[src/include/vism_pkg.sv]
// Constants and types shared by the vectored interrupt source mux
package vism_pkg;
  // ==========================================================
  // Sizes
  localparam int NUM_SYS     = 16;
  localparam int NUM_IRQ     = 32;
  localparam int NUM_EXC     = 48;
  localparam int DMA_HALF    = 16;
  localparam int PRIO_W      = 3;
  localparam int RANK_W      = 5;
  localparam int STACK_WORDS = 8;
  localparam int CNT_W       = 3;
  // ==========================================================
  // Exception numbers
  localparam logic [5:0] EXC_NONE  = 6'h00;
  localparam logic [5:0] EXC_RESET = 6'h01;
  localparam logic [5:0] EXC_NMI   = 6'h02;
  localparam logic [5:0] EXC_HARD  = 6'h03;
  localparam logic [5:0] EXC_MEM   = 6'h04;
  localparam logic [5:0] EXC_BUS   = 6'h05;
  localparam logic [5:0] EXC_USAGE = 6'h06;
  localparam logic [5:0] EXC_SUPV  = 6'h0b;
  localparam logic [5:0] EXC_DEBUG = 6'h0c;
  localparam logic [5:0] EXC_DSR   = 6'h0e;
  localparam logic [5:0] EXC_TICK  = 6'h0f;
  // ==========================================================
  // Vector table offsets
  localparam logic [9:0] OFS_SP    = 10'h000;
  localparam logic [9:0] OFS_RESET = 10'h004;
  // ==========================================================
  // Reserved numbers and fixed-function lines
  localparam logic [47:0] RSV_EXC_MASK   = 48'h0000_0000_2781;
  localparam logic [31:0] FIXED_RSV_MASK = 32'h0400_0004;
  // ==========================================================
  // Priority ranks, lower wins; last stack word count
  localparam logic [4:0] RANK_RESET     = 5'h00;
  localparam logic [4:0] RANK_NMI       = 5'h01;
  localparam logic [4:0] RANK_HARD      = 5'h02;
  localparam logic [4:0] RANK_PROG_BASE = 5'h08;
  localparam logic [4:0] RANK_THREAD    = 5'h1f;
  localparam logic [2:0] CNT_LAST       = 3'h7;
  // ==========================================================
  // Types
  typedef enum logic [1:0] {
    SRC_FIXED  = 2'h0,
    SRC_DMA    = 2'h1,
    SRC_FABRIC = 2'h2,
    SRC_NONE   = 2'h3
  } vism_src_t;

  typedef enum logic [7:0] {
    ST_BOOT_SP = 8'h01,
    ST_BOOT_PC = 8'h02,
    ST_IDLE    = 8'h04,
    ST_STACK   = 8'h08,
    ST_VECTOR  = 8'h10,
    ST_HANDLER = 8'h20,
    ST_RETCHK  = 8'h40,
    ST_UNSTACK = 8'h80
  } vism_state_t;
endpackage : vism_pkg

[src/vism_arbiter.sv]
// Priority arbiter over exception numbers
`timescale 1ns/1ps
`default_nettype none
module vism_arbiter #(
  parameter int N = vism_pkg::NUM_EXC
) (
  input  wire logic                          clk,
  input  wire logic                          nrst,
  input  wire logic [N-1:0]                  req,
  input  wire logic [N*vism_pkg::PRIO_W-1:0] prio_flat,
  input  wire logic [1:0]                    prio_group,
  output logic                               found,
  output logic      [5:0]                    num,
  output logic      [vism_pkg::RANK_W-1:0]   grp
);
  import vism_pkg::*;

  logic [RANK_W+PRIO_W-1:0] key [N];
  logic [RANK_W+PRIO_W-1:0] best_key;
  logic [N-1:0]             lower;

  // ==========================================================
  // Sort key: group rank then subpriority
  for (genvar i = 0; i < N; i++) begin : g_key
    logic [2:0] p;
    assign p = prio_flat[i*PRIO_W +: PRIO_W];
    if (i == EXC_RESET) begin : g_rst
      assign key[i] = {RANK_RESET, 3'h0};
    end
    else if (i == EXC_NMI) begin : g_nmi
      assign key[i] = {RANK_NMI, 3'h0};
    end
    else if (i == EXC_HARD) begin : g_hf
      assign key[i] = {RANK_HARD, 3'h0};
    end
    else begin : g_prog
      assign key[i] = {RANK_PROG_BASE | {2'b00, p >> prio_group}, p & ~(3'h7 << prio_group)};
    end
    assign lower[i] = found && req[i] && (6'(i) < num) && (key[i] <= best_key);
  end

  // ==========================================================
  // Lowest key wins, lowest number breaks ties
  always_comb
  begin
    found    = 1'b0;
    best_key = '1;
    num      = EXC_NONE;
    for (int i = 0; i < N; i++) begin
      if (req[i] && (!found || key[i] < best_key)) begin
        found    = 1'b1;
        best_key = key[i];
        num      = 6'(i);
      end
    end
    grp = best_key[RANK_W+PRIO_W-1:PRIO_W];
  end

  property p_tie_low;
    @(posedge clk) disable iff (!nrst)
      found |-> (lower == '0) && req[num];
  endproperty
  a_tie_low: assert property (p_tie_low)
    else $error("a lower numbered equal request was passed over");
endmodule : vism_arbiter
`default_nettype wire

[src/vism_src_sel.sv]
// Per-vector source selector
`timescale 1ns/1ps
`default_nettype none
module vism_src_sel (
  input  wire logic                         clk,
  input  wire logic                         nrst,
  input  wire logic [vism_pkg::NUM_IRQ-1:0] fixed_irq,
  input  wire logic [15:0]                  dma_term_out_low,
  input  wire logic [15:0]                  dma_term_out_high,
  input  wire logic [vism_pkg::NUM_IRQ-1:0] fabric_irq,
  input  wire logic [2*vism_pkg::NUM_IRQ-1:0] src_sel,
  output logic      [vism_pkg::NUM_IRQ-1:0] irq_req
);
  import vism_pkg::*;

  // ==========================================================
  // Selector per vector
  for (genvar v = 0; v < NUM_IRQ; v++) begin : g_vec
    logic [1:0] sel;
    logic       dma_bit;
    logic       fixed_bit;
    assign sel = src_sel[2*v +: 2];
    if (v < DMA_HALF) begin : g_lo
      assign dma_bit = dma_term_out_low[v];
    end
    else begin : g_hi
      assign dma_bit = dma_term_out_high[v-DMA_HALF];
    end
    assign fixed_bit = fixed_irq[v] & ~FIXED_RSV_MASK[v];
    always_comb
    begin
      case (sel)
        SRC_FIXED:  irq_req[v] = fixed_bit;
        SRC_DMA:    irq_req[v] = dma_bit;
        SRC_FABRIC: irq_req[v] = fabric_irq[v];
        default:    irq_req[v] = 1'b0;
      endcase
    end

    property p_src_fabric;
      @(posedge clk) disable iff (!nrst)
        (sel == SRC_FABRIC) |-> (irq_req[v] == fabric_irq[v]) && (sel != SRC_NONE);
    endproperty
    a_src_fabric: assert property (p_src_fabric)
      else $error("fabric source not routed to its vector");
  end
endmodule : vism_src_sel
`default_nettype wire

[src/vism_top.sv]
// Vectored interrupt controller with per-vector source selection
`timescale 1ns/1ps
`default_nettype none
module vism_top #(
  parameter int NMI_PINS  = 64,
  parameter int NMI_SEL_W = 6
) (
  input  wire logic                             clk,
  input  wire logic                             nrst,
  input  wire logic [vism_pkg::NUM_IRQ-1:0]     fixed_irq,
  input  wire logic [15:0]                      dma_term_out_low,
  input  wire logic [15:0]                      dma_term_out_high,
  input  wire logic [vism_pkg::NUM_IRQ-1:0]     fabric_irq,
  input  wire logic [2*vism_pkg::NUM_IRQ-1:0]   src_sel,
  input  wire logic [vism_pkg::NUM_IRQ-1:0]     irq_enable,
  input  wire logic [3*vism_pkg::NUM_IRQ-1:0]   irq_prio,
  input  wire logic [20:0]                      sys_prio,
  input  wire logic [1:0]                       prio_group,
  input  wire logic [2:0]                       fault_en,
  input  wire logic                             memory_mgmt_fault_evt,
  input  wire logic                             bus_err_prefetch,
  input  wire logic                             bus_err_data,
  input  wire logic                             usage_undef_instr,
  input  wire logic                             usage_state_exit,
  input  wire logic                             supervisor_call_req,
  input  wire logic                             deferred_service_request_set,
  input  wire logic                             system_tick_timer_evt,
  input  wire logic                             debug_mon_req,
  input  wire logic [NMI_PINS-1:0]              nmi_pins,
  input  wire logic [NMI_SEL_W-1:0]             nmi_pin_sel,
  input  wire logic                             nmi_connect,
  input  wire logic                             exc_return,
  output logic                                  vec_valid,
  output logic                                  vec_is_sp,
  output logic      [9:0]                       vec_offset,
  output logic      [5:0]                       vec_exc_num,
  output logic                                  stack_push,
  output logic                                  stack_pop,
  output logic      [vism_pkg::CNT_W-1:0]       stack_word,
  output logic      [5:0]                       active_exc
);
  import vism_pkg::*;

  vism_state_t                st_reg;
  vism_state_t                st_next;
  logic [CNT_W-1:0]           cnt_reg;
  logic [5:0]                 sel_reg;
  logic [RANK_W-1:0]          sel_grp_reg;
  logic [NUM_EXC-1:0]         pend_reg;
  logic [NUM_EXC-1:0]         pend_set;
  logic [NUM_EXC-1:0]         pend_clr;
  logic [NUM_EXC-1:0]         active_reg;
  logic [NUM_EXC-1:0]         act_set;
  logic [NUM_EXC-1:0]         act_clr;
  logic [NUM_EXC*PRIO_W-1:0]  prio_flat;
  logic [NUM_IRQ-1:0]         irq_req;
  logic                       best_found;
  logic [5:0]                 best_num;
  logic [RANK_W-1:0]          best_grp;
  logic                       cur_found;
  logic [5:0]                 cur_num;
  logic [RANK_W-1:0]          cur_grp;
  logic [RANK_W-1:0]          exec_grp;
  logic                       preempt;
  logic                       nmi_line;
  logic                       nmi_prev_reg;
  logic                       nmi_rise;
  logic                       mem_ok;
  logic                       bus_ok;
  logic                       use_ok;
  logic                       mem_evt;
  logic                       bus_evt;
  logic                       use_evt;
  logic                       vec_valid_reg;
  logic                       vec_is_sp_reg;
  logic [9:0]                 vec_offset_reg;
  logic [5:0]                 vec_exc_num_reg;
  logic                       stack_push_reg;
  logic                       stack_pop_reg;
  logic [CNT_W-1:0]           stack_word_reg;
  logic [5:0]                 active_exc_reg;

  // ==========================================================
  // Group rank of a programmable priority
  function automatic logic [RANK_W-1:0] grp_of(input logic [PRIO_W-1:0] p, input logic [1:0] g);
    return RANK_PROG_BASE | {2'b00, p >> g};
  endfunction : grp_of

  // ==========================================================
  // Sources and arbitration
  vism_src_sel u_src (
    .clk               (clk),
    .nrst              (nrst),
    .fixed_irq         (fixed_irq),
    .dma_term_out_low  (dma_term_out_low),
    .dma_term_out_high (dma_term_out_high),
    .fabric_irq        (fabric_irq),
    .src_sel           (src_sel),
    .irq_req           (irq_req)
  );

  always_comb
  begin
    prio_flat                                   = '0;
    prio_flat[EXC_MEM*PRIO_W +: PRIO_W]         = sys_prio[0 +: PRIO_W];
    prio_flat[EXC_BUS*PRIO_W +: PRIO_W]         = sys_prio[3 +: PRIO_W];
    prio_flat[EXC_USAGE*PRIO_W +: PRIO_W]       = sys_prio[6 +: PRIO_W];
    prio_flat[EXC_SUPV*PRIO_W +: PRIO_W]        = sys_prio[9 +: PRIO_W];
    prio_flat[EXC_DEBUG*PRIO_W +: PRIO_W]       = sys_prio[12 +: PRIO_W];
    prio_flat[EXC_DSR*PRIO_W +: PRIO_W]         = sys_prio[15 +: PRIO_W];
    prio_flat[EXC_TICK*PRIO_W +: PRIO_W]        = sys_prio[18 +: PRIO_W];
    prio_flat[NUM_EXC*PRIO_W-1:NUM_SYS*PRIO_W]  = irq_prio;
  end

  vism_arbiter #(
    .N (NUM_EXC)
  ) u_pend_arb (
    .clk        (clk),
    .nrst       (nrst),
    .req        (pend_reg & ~active_reg),
    .prio_flat  (prio_flat),
    .prio_group (prio_group),
    .found      (best_found),
    .num        (best_num),
    .grp        (best_grp)
  );

  vism_arbiter #(
    .N (NUM_EXC)
  ) u_act_arb (
    .clk        (clk),
    .nrst       (nrst),
    .req        (active_reg),
    .prio_flat  (prio_flat),
    .prio_group (prio_group),
    .found      (cur_found),
    .num        (cur_num),
    .grp        (cur_grp)
  );

  assign exec_grp = cur_found ? cur_grp : RANK_THREAD;
  assign preempt  = best_found && (best_grp < exec_grp);

  // ==========================================================
  // Non-maskable input and fault escalation
  assign nmi_line = nmi_connect && (32'(nmi_pin_sel) < NMI_PINS) && nmi_pins[nmi_pin_sel];
  assign nmi_rise = nmi_line & ~nmi_prev_reg;

  always_ff @(posedge clk or negedge nrst)
  begin
    if (!nrst)
      nmi_prev_reg <= 1'b0;
    else
      nmi_prev_reg <= nmi_line;
  end

  assign mem_evt = memory_mgmt_fault_evt;
  assign bus_evt = bus_err_prefetch | bus_err_data;
  assign use_evt = usage_undef_instr | usage_state_exit;
  assign mem_ok  = fault_en[0] && (grp_of(sys_prio[0 +: PRIO_W], prio_group) < exec_grp);
  assign bus_ok  = fault_en[1] && (grp_of(sys_prio[3 +: PRIO_W], prio_group) < exec_grp);
  assign use_ok  = fault_en[2] && (grp_of(sys_prio[6 +: PRIO_W], prio_group) < exec_grp);

  // ==========================================================
  // Pending state
  always_comb
  begin
    pend_set                        = '0;
    pend_set[EXC_NMI]               = nmi_rise;
    pend_set[EXC_HARD]              = (mem_evt & ~mem_ok) | (bus_evt & ~bus_ok) | (use_evt & ~use_ok);
    pend_set[EXC_MEM]               = mem_evt & mem_ok;
    pend_set[EXC_BUS]               = bus_evt & bus_ok;
    pend_set[EXC_USAGE]             = use_evt & use_ok;
    pend_set[EXC_SUPV]              = supervisor_call_req;
    pend_set[EXC_DEBUG]             = debug_mon_req;
    pend_set[EXC_DSR]               = deferred_service_request_set;
    pend_set[EXC_TICK]              = system_tick_timer_evt;
    pend_set[NUM_EXC-1:NUM_SYS]     = irq_req & irq_enable;
    pend_set                        = pend_set & ~RSV_EXC_MASK;
    pend_clr                        = (st_reg == ST_VECTOR) ? (48'h1 << sel_reg) : '0;
  end

  always_ff @(posedge clk or negedge nrst)
  begin
    if (!nrst)
      pend_reg <= '0;
    else
      pend_reg <= (pend_reg & ~pend_clr) | pend_set;
  end

  // ==========================================================
  // Active state
  assign act_set = (st_reg == ST_VECTOR) ? (48'h1 << sel_reg) : '0;
  assign act_clr = (st_reg == ST_HANDLER && exc_return && cur_found) ? (48'h1 << cur_num) : '0;

  always_ff @(posedge clk or negedge nrst)
  begin
    if (!nrst)
      active_reg <= '0;
    else
      active_reg <= (active_reg & ~act_clr) | act_set;
  end

  // ==========================================================
  // Entry and exit sequencer
  always_comb
  begin
    st_next = st_reg;
    case (st_reg)
      ST_BOOT_SP: st_next = ST_BOOT_PC;
      ST_BOOT_PC: st_next = ST_IDLE;
      ST_IDLE:
        if (preempt)
          st_next = ST_STACK;
      ST_STACK:
        if (cnt_reg == CNT_LAST)
          st_next = ST_VECTOR;
      ST_VECTOR:  st_next = ST_HANDLER;
      ST_HANDLER:
        if (exc_return)
          st_next = ST_RETCHK;
        else if (preempt)
          st_next = ST_STACK;
      ST_RETCHK:  st_next = preempt ? ST_VECTOR : ST_UNSTACK;
      ST_UNSTACK:
        if (cnt_reg == CNT_LAST)
          st_next = cur_found ? ST_HANDLER : ST_IDLE;
      default:    st_next = ST_IDLE;
    endcase
  end

  always_ff @(posedge clk or negedge nrst)
  begin
    if (!nrst)
      st_reg <= ST_BOOT_SP;
    else
      st_reg <= st_next;
  end

  always_ff @(posedge clk or negedge nrst)
  begin
    if (!nrst)
      cnt_reg <= '0;
    else if (st_reg == ST_STACK || st_reg == ST_UNSTACK)
      cnt_reg <= cnt_reg + 3'h1;
    else
      cnt_reg <= '0;
  end

  always_ff @(posedge clk or negedge nrst)
  begin
    if (!nrst)
    begin
      sel_reg     <= EXC_NONE;
      sel_grp_reg <= RANK_THREAD;
    end
    else if ((st_reg == ST_IDLE || st_reg == ST_HANDLER || st_reg == ST_RETCHK) && preempt)
    begin
      sel_reg     <= best_num;
      sel_grp_reg <= best_grp;
    end
    else if (st_reg == ST_STACK && best_found && best_grp < sel_grp_reg)
    begin
      sel_reg     <= best_num;
      sel_grp_reg <= best_grp;
    end
  end

  // ==========================================================
  // Core-facing outputs
  always_ff @(posedge clk or negedge nrst)
  begin
    if (!nrst)
    begin
      vec_valid_reg   <= 1'b0;
      vec_is_sp_reg   <= 1'b0;
      vec_offset_reg  <= OFS_SP;
      vec_exc_num_reg <= EXC_NONE;
      stack_push_reg  <= 1'b0;
      stack_pop_reg   <= 1'b0;
      stack_word_reg  <= '0;
      active_exc_reg  <= EXC_NONE;
    end
    else
    begin
      vec_valid_reg  <= (st_reg == ST_BOOT_SP) || (st_reg == ST_BOOT_PC) || (st_reg == ST_VECTOR);
      vec_is_sp_reg  <= (st_reg == ST_BOOT_SP);
      if (st_reg == ST_BOOT_SP)
      begin
        vec_offset_reg  <= OFS_SP;
        vec_exc_num_reg <= EXC_NONE;
      end
      else if (st_reg == ST_BOOT_PC)
      begin
        vec_offset_reg  <= OFS_RESET;
        vec_exc_num_reg <= EXC_RESET;
      end
      else if (st_reg == ST_VECTOR)
      begin
        vec_offset_reg  <= {2'b00, sel_reg, 2'b00};
        vec_exc_num_reg <= sel_reg;
      end
      stack_push_reg <= (st_reg == ST_STACK);
      stack_pop_reg  <= (st_reg == ST_UNSTACK);
      stack_word_reg <= cnt_reg;
      active_exc_reg <= cur_found ? cur_num : EXC_NONE;
    end
  end

  assign vec_valid   = vec_valid_reg;
  assign vec_is_sp   = vec_is_sp_reg;
  assign vec_offset  = vec_offset_reg;
  assign vec_exc_num = vec_exc_num_reg;
  assign stack_push  = stack_push_reg;
  assign stack_pop   = stack_pop_reg;
  assign stack_word  = stack_word_reg;
  assign active_exc  = active_exc_reg;

  // ==========================================================
  // Checks
  property p_vec_ofs;
    @(posedge clk) disable iff (!nrst)
      vec_valid && !vec_is_sp |-> (vec_offset == {2'b00, vec_exc_num, 2'b00}) && (vec_exc_num != EXC_NONE);
  endproperty
  a_vec_ofs: assert property (p_vec_ofs)
    else $error("vector offset differs from four times number");

  property p_boot;
    @(posedge clk) disable iff (!nrst)
      vec_is_sp |-> (vec_offset == OFS_SP) ##1 (vec_valid && !vec_is_sp && vec_offset == OFS_RESET);
  endproperty
  a_boot: assert property (p_boot)
    else $error("reset vector does not follow stack pointer word");

  property p_escalate;
    @(posedge clk) disable iff (!nrst)
      memory_mgmt_fault_evt && !fault_en[0] |=> pend_reg[EXC_HARD] && !$rose(pend_reg[EXC_MEM]);
  endproperty
  a_escalate: assert property (p_escalate)
    else $error("disabled fault did not escalate");

  property p_nmi_conn;
    @(posedge clk) disable iff (!nrst)
      $rose(pend_reg[EXC_NMI]) |-> $past(nmi_connect);
  endproperty
  a_nmi_conn: assert property (p_nmi_conn)
    else $error("nmi pended while disconnected");

  property p_tail;
    @(posedge clk) disable iff (!nrst)
      (st_reg == ST_RETCHK) && preempt |=> (st_reg == ST_VECTOR) ##1 vec_valid && !stack_pop;
  endproperty
  a_tail: assert property (p_tail)
    else $error("tail chain did not go straight to vector");

  property p_push;
    @(posedge clk) disable iff (!nrst)
      $rose(st_reg == ST_STACK) |=> stack_push[*8] ##1 vec_valid;
  endproperty
  a_push: assert property (p_push)
    else $error("entry push sequence wrong length");

  property p_rsv;
    @(posedge clk) disable iff (!nrst)
      (pend_reg & RSV_EXC_MASK) == '0;
  endproperty
  a_rsv: assert property (p_rsv)
    else $error("reserved exception number pended");
endmodule : vism_top
`default_nettype wire
[config.mk]
export PLATFORM = sky130hd
export DESIGN_NAME = vism_top
export DESIGN_NICKNAME = d
export VERILOG_FILES = /design/src/include/vism_pkg.sv /design/src/vism_arbiter.sv /design/src/vism_src_sel.sv /design/src/vism_top.sv
export SDC_FILE = /design/constraint.sdc
export NUM_CORES = 2
export LEC_CHECK = 0
export ABC_AREA = 1
export BUFFER_PORTS_ARGS = -buffer_cell sky130_fd_sc_hd__clkbuf_2
export CAP_MARGIN = 20
export CELL_PAD_IN_SITES_DETAIL_PLACEMENT = 0
export CELL_PAD_IN_SITES_GLOBAL_PLACEMENT = 1
export CORE_MARGIN = 10
export CORE_UTILIZATION = 42
export CTS_CLUSTER_DIAMETER = 200
export CTS_CLUSTER_SIZE = 25
export DETAILED_ROUTE_END_ITERATION = 8
export PLACE_DENSITY = 0.91
export SLEW_MARGIN = 20
export SYNTH_ARGS = -nofsm -noshare
export SYNTH_HDL_FRONTEND = slang
export SYNTH_SLANG_ARGS = --single-unit
[constraint.sdc]
create_clock -name clk -period 62 [get_ports clk]
set_input_delay 3.1 -clock clk [delete_from_list [all_inputs] [get_ports clk]]
set_output_delay 3.1 -clock clk [all_outputs]
set_load 0.005 [all_outputs]
### Word-level counts from Yosys, hierarchy flattened

Index checks and enable logic that the tools add are counted.

| operators by class | value |
|---|---|
| add/sub/neg operators | 1 |
| $lt $le $gt $ge | 100 |
| eq/ne operators | 75 |
| shift operators | 43 |
| multiplexer cells | 342 |
| bitwise gates (word level) | 64 |
| reduce and logical (&&, ||, !) cells | 330 |

Operators by type and width:

| kind | number |
|---|---|
| $mux W8 | 101 |
| $lt A7 B8 Y1 | 88 |
| $mux W6 | 99 |
| $and A48 B48 Y48 | 3 |
| $not A48 Y48 | 3 |
| $and A3 B3 Y3 | 39 |
| $shr A3 B2 Y3 | 39 |
| $logic_and A1 B1 Y1 | 104 |
| $logic_or A1 B1 Y1 | 99 |
| $mux W1 | 99 |
| $mux W48 | 2 |
| $or A48 B48 Y48 | 2 |
| $shl A1 B6 Y48 const A | 2 |
| $logic_not A1 Y1 | 94 |
| $pmux W1 S3 | 30 |
| $eq A2 B1 Y1 const B | 32 |
| $eq A2 B2 Y1 const B | 32 |
| $logic_not A2 Y1 | 30 |
| $pmux W8 S7 | 1 |
| $and A32 B32 Y32 | 1 |
| $mux W10 | 3 |
| $lt A1 B8 Y1 const A | 2 |
| $lt A4 B8 Y1 const A | 2 |
| $lt A5 B8 Y1 const A | 2 |
| other kinds (27) | 46 |

| storage, ports and cells | value |
|---|---|
| flip-flop bits (word level) | 148 |
| input port bits | 397 |
| output and inout bits | 29 |
| word-level logic and storage cells | 970 |

### Logic depth before layout (Yosys ltp)

| depth | value |
|---|---|
| depth after elaboration | 198 |
| depth in mapped cells | 486 |
| gate-level depth less buffers | 462 |

### By module

Synthesis repeated with hierarchy kept, for this count alone.

| unflattened totals | value |
|---|---|
| cells, all modules | 6371 |
| area, all modules | 35836.9 um2 |

By module, submodules not included:

| module | instances | cells each | area an instance (um2) | seq. area each (um2) |
|---|---|---|---|---|
| vism_arbiter at u_act_arb | 1 | 2592 | 13750.7 | 0.0 |
| vism_arbiter at u_pend_arb | 1 | 2590 | 13740.7 | 0.0 |
| vism_top | 1 | 995 | 7429.6 | 3460.8 |
| vism_src_sel | 1 | 194 | 915.9 | 0.0 |

### Least setup slack after synthesis

No wires, ideal clock.

| path | value |
|---|---|
| path kind | input to register |
| from | input port prio_group[1] |
| to | register sel_reg[5] |
| setup time | 65 ps |
| arrival | 51225 ps |
| data required time | 61935 ps |
| setup slack | 10710 ps |
| cell stages on the path | 367 |
| buffers on the path | 37 |
| path through | buf_6 nor2_4 bufinv_8 o22ai_1 ha_1 nand2_1 nor2_1 nand2_1 nand3_1 o21ai_0 ha_1 a21oi_1 nand2_1 nand2_2 nand3_2 buf_6 nand2_1 o21ai_1 [331 not listed] inv_1 ha_1 nand2_1 nor3_1 nand2_2 nand3_4 clkinv_4 nand2_1 o21ai_2 ha_1 a21oi_1 nor3_1 a2111oi_0 nand3_2 nand2_2 buf_6 nand2_1 nand2_1 |

| on the way | value |
|---|---|
| elaborated cells on any way between the ends | 700 |
| those cells by class | order compare (96); shift (41); mux (238); bitwise (40); reduce/logical (285) |

RTL lines:

| item | line | source |
|---|---|---|
| start, declared | vism_top.sv:18 | `input wire logic [1:0] prio_group,` |
| $shr A1 B2 Y3 | vism_arbiter.sv:37 | `assign key[i] = {RANK_PROG_BASE \| {2'b00, p >> prio_group}, p & ~(3'h7 << prio_group)};` |
| $mux W8 | vism_arbiter.sv:50 | `if (req[i] && (!found \|\| key[i] < best_key)) begin` |
| $lt A1 B8 Y1 | vism_arbiter.sv:50 |  |
| $logic_or A1 B1 Y1 | vism_arbiter.sv:50 |  |
| $logic_and A1 B1 Y1 | vism_arbiter.sv:50 |  |
| $mux W8 or $mux W1 (tied branches) | vism_arbiter.sv:50 |  |
| $lt A4 B8 Y1 or $logic_not A1 Y1 (tied branches) | vism_arbiter.sv:50 |  |
| $logic_or A1 B1 Y1 | vism_arbiter.sv:50 |  |
| [179 not listed] | -- |  |
| $logic_or A1 B1 Y1 | vism_arbiter.sv:50 |  |
| $logic_and A1 B1 Y1 | vism_arbiter.sv:50 |  |
| $mux W8 * | vism_arbiter.sv:50 |  |
| via best_grp[2] | vism_top.sv:59 | `logic [RANK_W-1:0] best_grp;` |
| $lt A5 B5 Y1 | vism_top.sv:142 | `assign preempt = best_found && (best_grp < exec_grp);` |
| $logic_and A1 B1 Y1 | vism_top.sv:142 |  |
| $logic_and A1 B1 Y1 | vism_top.sv:257 | `else if ((st_reg == ST_IDLE \|\| st_reg == ST_HANDLER \|\| st_reg == ST_RETCHK) && preempt)` |
| $mux W6 or $reduce_bool A2 Y1 (tied branches) | -- |  |
| end signal, assigned | vism_top.sv:259 | `sel_reg <= best_num;` |
| end signal, assigned | vism_top.sv:264 | `sel_reg <= best_num;` |
| end, declared | vism_top.sv:47 | `logic [5:0] sel_reg;` |

The timed path passes the listed nets; every way through them passes the cells marked *. The select of a mux whose other input is x is not followed.
A chain may end at the register's enable or synchronous reset.

### Worst setup path in the final report

| path | value |
|---|---|
| from | input port prio_group[0] |
| to | register sel_grp_reg[3] |

| on the way | value |
|---|---|
| longest elaborated chain between the ends | 195 |
| elaborated cells on any way between the ends | 655 |
| those cells by class | order compare (96); shift (41); mux (193); bitwise (40); reduce/logical (285) |

RTL lines:

| item | line | source |
|---|---|---|
| $shr A1 B2 Y3 | vism_arbiter.sv:37 |  |
| $mux W8 | vism_arbiter.sv:50 |  |
| $lt A1 B8 Y1 | vism_arbiter.sv:50 |  |
| $logic_or A1 B1 Y1 | vism_arbiter.sv:50 |  |
| $logic_and A1 B1 Y1 | vism_arbiter.sv:50 |  |
| $mux W8 or $mux W1 (tied branches) | vism_arbiter.sv:50 |  |
| $lt A4 B8 Y1 or $logic_not A1 Y1 (tied branches) | vism_arbiter.sv:50 |  |
| $logic_or A1 B1 Y1 | vism_arbiter.sv:50 |  |
| [179 not listed] | -- |  |
| $logic_or A1 B1 Y1 | vism_arbiter.sv:50 |  |
| $logic_and A1 B1 Y1 | vism_arbiter.sv:50 |  |
| $mux W8 or $mux W1 (tied branches) | vism_arbiter.sv:50 |  |
| $mux W5 | vism_top.sv:141 | `assign exec_grp = cur_found ? cur_grp : RANK_THREAD;` |
| $lt A5 B5 Y1 | vism_top.sv:142 |  |
| $logic_and A1 B1 Y1 | vism_top.sv:142 |  |
| $logic_and A1 B1 Y1 | vism_top.sv:257 |  |
| $mux W5 or $reduce_bool A2 Y1 (tied branches) | -- |  |
| end signal, assigned | vism_top.sv:260 | `sel_grp_reg <= best_grp;` |
| end signal, assigned | vism_top.sv:265 | `sel_grp_reg <= best_grp;` |
| end, declared | vism_top.sv:48 | `logic [RANK_W-1:0] sel_grp_reg;` |

Parallel ways exist; a longest one is shown, timed or not. The select of a mux whose other input is x is not followed.

==> impl_summary.md <==
Outcome
The flow ran to the end, and the final reports show no timing, DRC or antenna violations.

Synthesis
The multiplexer fraction of the synthesized cell area is 0%. After synthesis, the most frequently instantiated cells are 1438 x nand2_1, 766 x inv_1, 494 x o21ai_0. The basic-gate share of the synthesized area counting and, or, nand and nor cells is 40.7%. The sequential element share of the synthesized area is between 10% and 20%. The library cell occupying the most area in the post-synthesis netlist is nand2_1. Summing the areas of all fa, ha and maj instances in the mapped netlist gives 14.6% of the synthesized area. For this run, the number of Yosys warnings is 0. Counting flops with an async set or reset pin after synthesis yields a share of 100%. By area the synthesized netlist is led by nand2_1 18%, ha_1 15%, dfrtp_1 11%. The post-synth design cell area is about 31000 um2. The most used flip-flop cell after synthesis is dfrtp_1.

The post-synthesis cell type count is between 60 and 70. The gate count of the mapped netlist is 5170. The post-synthesis sequential element count is 138. The synthesized netlist devotes 0% of its cell area to XOR and XNOR gates. The count of flip-flops with a built-in enable after synthesis is 0. The largest family of logic cells by synthesized area is simple AND/OR/NAND/NOR gates. The compound-gate portion of the synthesized area is 16.9%. Among all cell types in the netlist, the one instantiated most often is nand2_1. The post-synthesis average cell area is 5.91 um2. The proportion of netlist area held by the largest area contributor is between 10% and 20%.

Floorplanning
The area of the core region is 71900 um2. The floorplan step defined a die boundary enclosing 84000 um2. Once the floorplan was initialized, standard cells occupied 42.5% of the core. The floorplan step set the die height to approximately 290 um. 426 I/O pins were placed. The horizontal die dimension is 290 um. After floorplanning, the core was divided into 98 placement rows.

Final layout
In the final layout, the share of cells above drive strength 1 is 14.6%. The area taken by multi-input logic gates is approximately 22000 um2. The number of nets at the end of the flow is ~6300. The total of fill cells in the finished design is 7911. Compared with the post-synthesis result, the final layout area differs by 9.12%. For this run, the share of the core covered by cells in the final layout is 46.4%. The total area of sequential cells is 3460 um2. The finished layout holds 6472 standard cells, fillers aside.

STA
The worst slew slack as a fraction of its limit is 24.1%. The fmax is 17.7 MHz. Setup violations remaining at the end of the flow were counted as 0. The number of hold violations in the final report is 0. Setup slack closes at 5.41 ns.

The accumulated negative setup slack is 0 ns. For the finished layout, the period the worst path requires is 56.59 ns. The final critical path takes up approximately nine tenths of the cycle. The max-slew violation count is 0. For the pin with the worst max-slew slack, the measured transition is 1.13 ns. The post-route clock skew is 0.0208 ns.

Pwr
The total power consumption of the routed design is between 0.2 and 0.3 mW. The static power due to leakage is roughly 20 nW. IR analysis of the VDD net gives a maximum drop of 0.0000175 V. The power per cell area is 8.73 nW/um2.

Worst setup path
The kind of cell with the highest combined delay along the critical path is simple AND/OR/NAND/NOR gates. In this run the worst path has a maximum fanout of 22. The standard cell with the maximum stage delay on the critical path is o21ai_0. In this design, the critical path's most frequently occurring cell is nand2_1. The category of the worst setup path capture point is a flip-flop.

The critical path startpoint category is an input pin. The count of buffering cells on the critical path with inverters included is 42. The endpoint identified for the worst register-to-register timing path is sel_grp_reg[3]$_DFFE_PN1P_. The critical register-to-register path startpoint is active_reg[2]$_DFF_PN0_. The largest single stage delay on the critical path is 0.42 ns. The worst setup path is of the input pin to flip-flop kind. The worst endpoint data arrival time is 57.04 ns. For the worst setup path, the data required time is 62.45 ns. The depth of the most critical reg-to-reg path is ~320.

In this run the register-to-register setup slack is 7.88 ns.

Detailed routing
The routed layout has 35200 vias. The per-cell via count in the routed design is 5.44. After the first detailed-routing iteration, the DRC count stood at 2839. The total routed wirelength is 116000 um.

The number of detailed-routing iterations run before antenna repair is 8. The post-route antenna net violation count is 0. In the final routed layout, each cell accounts on average for 17.9 um. After detailed routing, the number of remaining DRC violations is 0.

Clock tree
Clock-pin slew was measured on the worst setup and hold paths at approximately 0.09 ns. CTS placed an instance of clkbuf_16 at the clock tree root. The TritonCTS clock tree is done.

The longest clock path from root to sink contains 2 buffers. Buffers inserted to repair hold after CTS numbered 0. The total CTS buffers is 17. At the later pin of the worst-skew pair, clock insertion delay measures between 0.5 and 0.6 ns.

The H-tree generated during clock tree synthesis spans 4 levels. The clock net in this run drives a total of 138 sinks.

Global route
The maximum number of pins on one net before global-route repair is 90. Across every metal layer, demand over resource in global routing totals about a quarter. The number of antenna violations at the first check in global routing is 7. The global-route wire length before repair is between 150000 and 200000 um.

The final global-route overflow total is 0. The via count of the first global-routing pass is between 30000 and 40000.

Place
Once detailed placement completed, the half-perimeter wirelength came to around 95000 um. The post-placement worst setup slack is about 0.92 ns. The congestion estimate from routability-driven global placement came to 0.949. The instance count after placement with tap cells included is 6420. The count of port buffers added during placement is 419.

Flow run
Across the run, the number of max-cap violations was 0.

Hold path
The capture endpoint of the worst hold path is stack_word[1]$_DFF_PN0_. The number of instances on the worst hold path is 0. The launch instance of the worst min-delay path is cnt_reg[1]$_DFF_PN0_.

The worst hold path belongs to the class flip-flop to flip-flop.
-- report_power, final --
part / internal, mW / switching [mW] / total, mW / leakage (nW)
clock network: 0.0551 / 0.0607 / 0.116 / 0.299
logic: 0.0295 / 0.0533 / 0.0827 / 18.2
registers: 0.0912 / 0.00132 / 0.0926 / 1.44
total: 0.176 / 0.115 / 0.291 / 20.0
-- worst max-delay path by stage --
stage	slack, ns	startpoint	depth (start not counted)	endpoint
detailed placement	0.92	prio_group[1]	350	sel_reg[1]$_DFFE_PN0P_
global route	-0.13	prio_group[0]	380	sel_grp_reg[0]$_DFFE_PN1P_
CTS	1.26	prio_group[1]	352	sel_grp_reg[0]$_DFFE_PN1P_
finish	5.41	prio_group[0]	322	sel_grp_reg[3]$_DFFE_PN1P_
floorplan	10.71	prio_group[1]	367	sel_reg[5]$_DFFE_PN0P_
global placement	1.78	prio_group[1]	342	sel_reg[4]$_DFFE_PN0P_
-- through the flow --
step,hold WS [ns],instance area [um2]
2_1_floorplan,0.357,30600
3_3_place_gp,0.361,32500
3_5_place_dp,0.377,32500
4_1_cts,0.394,33100
5_1_grt,0.415,33300
6_report,0.389,33300
-- routing by layer --
layer  GRT usage [%]  share of wire, %  wire, um  up-vias
li1                -                 -         -    17800
met1            34.0                43     49500    16000
met2            44.2                46     52900     1277
met3            4.41               7.9      9210      212
met4            10.1               3.8      4360        2
met5               0            0.0086        10        -
-- area by class of cell --
class / count / area share [%]
well taps: 950 / 3.56
repair buffers: 502 / 8.20
multi-input cells: 4034 / 66.8
inverters: 812 / 9.22
flip-flops and latches: 138 / 10.4
diodes: 4 / 0.0300
clock inverters: 15 / 0.552
clock buffers: 17 / 1.28
-- layout by cell type (no fill, tap or decap), types with 28 or more instances in the layout --
master,n
o21ai_0,361
ha_1,357
clkinv_1,28
nand2_1,1436
nor3_1,117
o21ai_1,173
inv_1,765
o21a_1,51
dfrtp_1,132
nand3_2,71
nand4_1,235
a21oi_1,173
nand3_1,237
buf_4,81
nand2_2,88
clkbuf_2,418
nor2_1,469
o221ai_1,28
-- repair_timing --
| action | CTS | global route |
|---|---|---|
| setup buffers | 0 | 15 |
| gates resized for setup | 0 | 162 |
| endpoints found under the hold margin | 0 | 0 |
| endpoints found under the setup margin | 0 | 71 |
-- kinds of logic (layout without fill, tap and decap cells) --
| kind of cell | after synthesis | in the layout |
|---|---|---|
| and+or+nand+nor | 2747 | 2748 |
| buffers and inverters | 1003 | 1346 |
| AOI/OAI and AO/OA | 924 | 924 |
| adders and majority gates | 357 | 357 |
| DFF | 138 | 138 |
| other | 1 | 9 |
(Power assumes the default switching activity.)
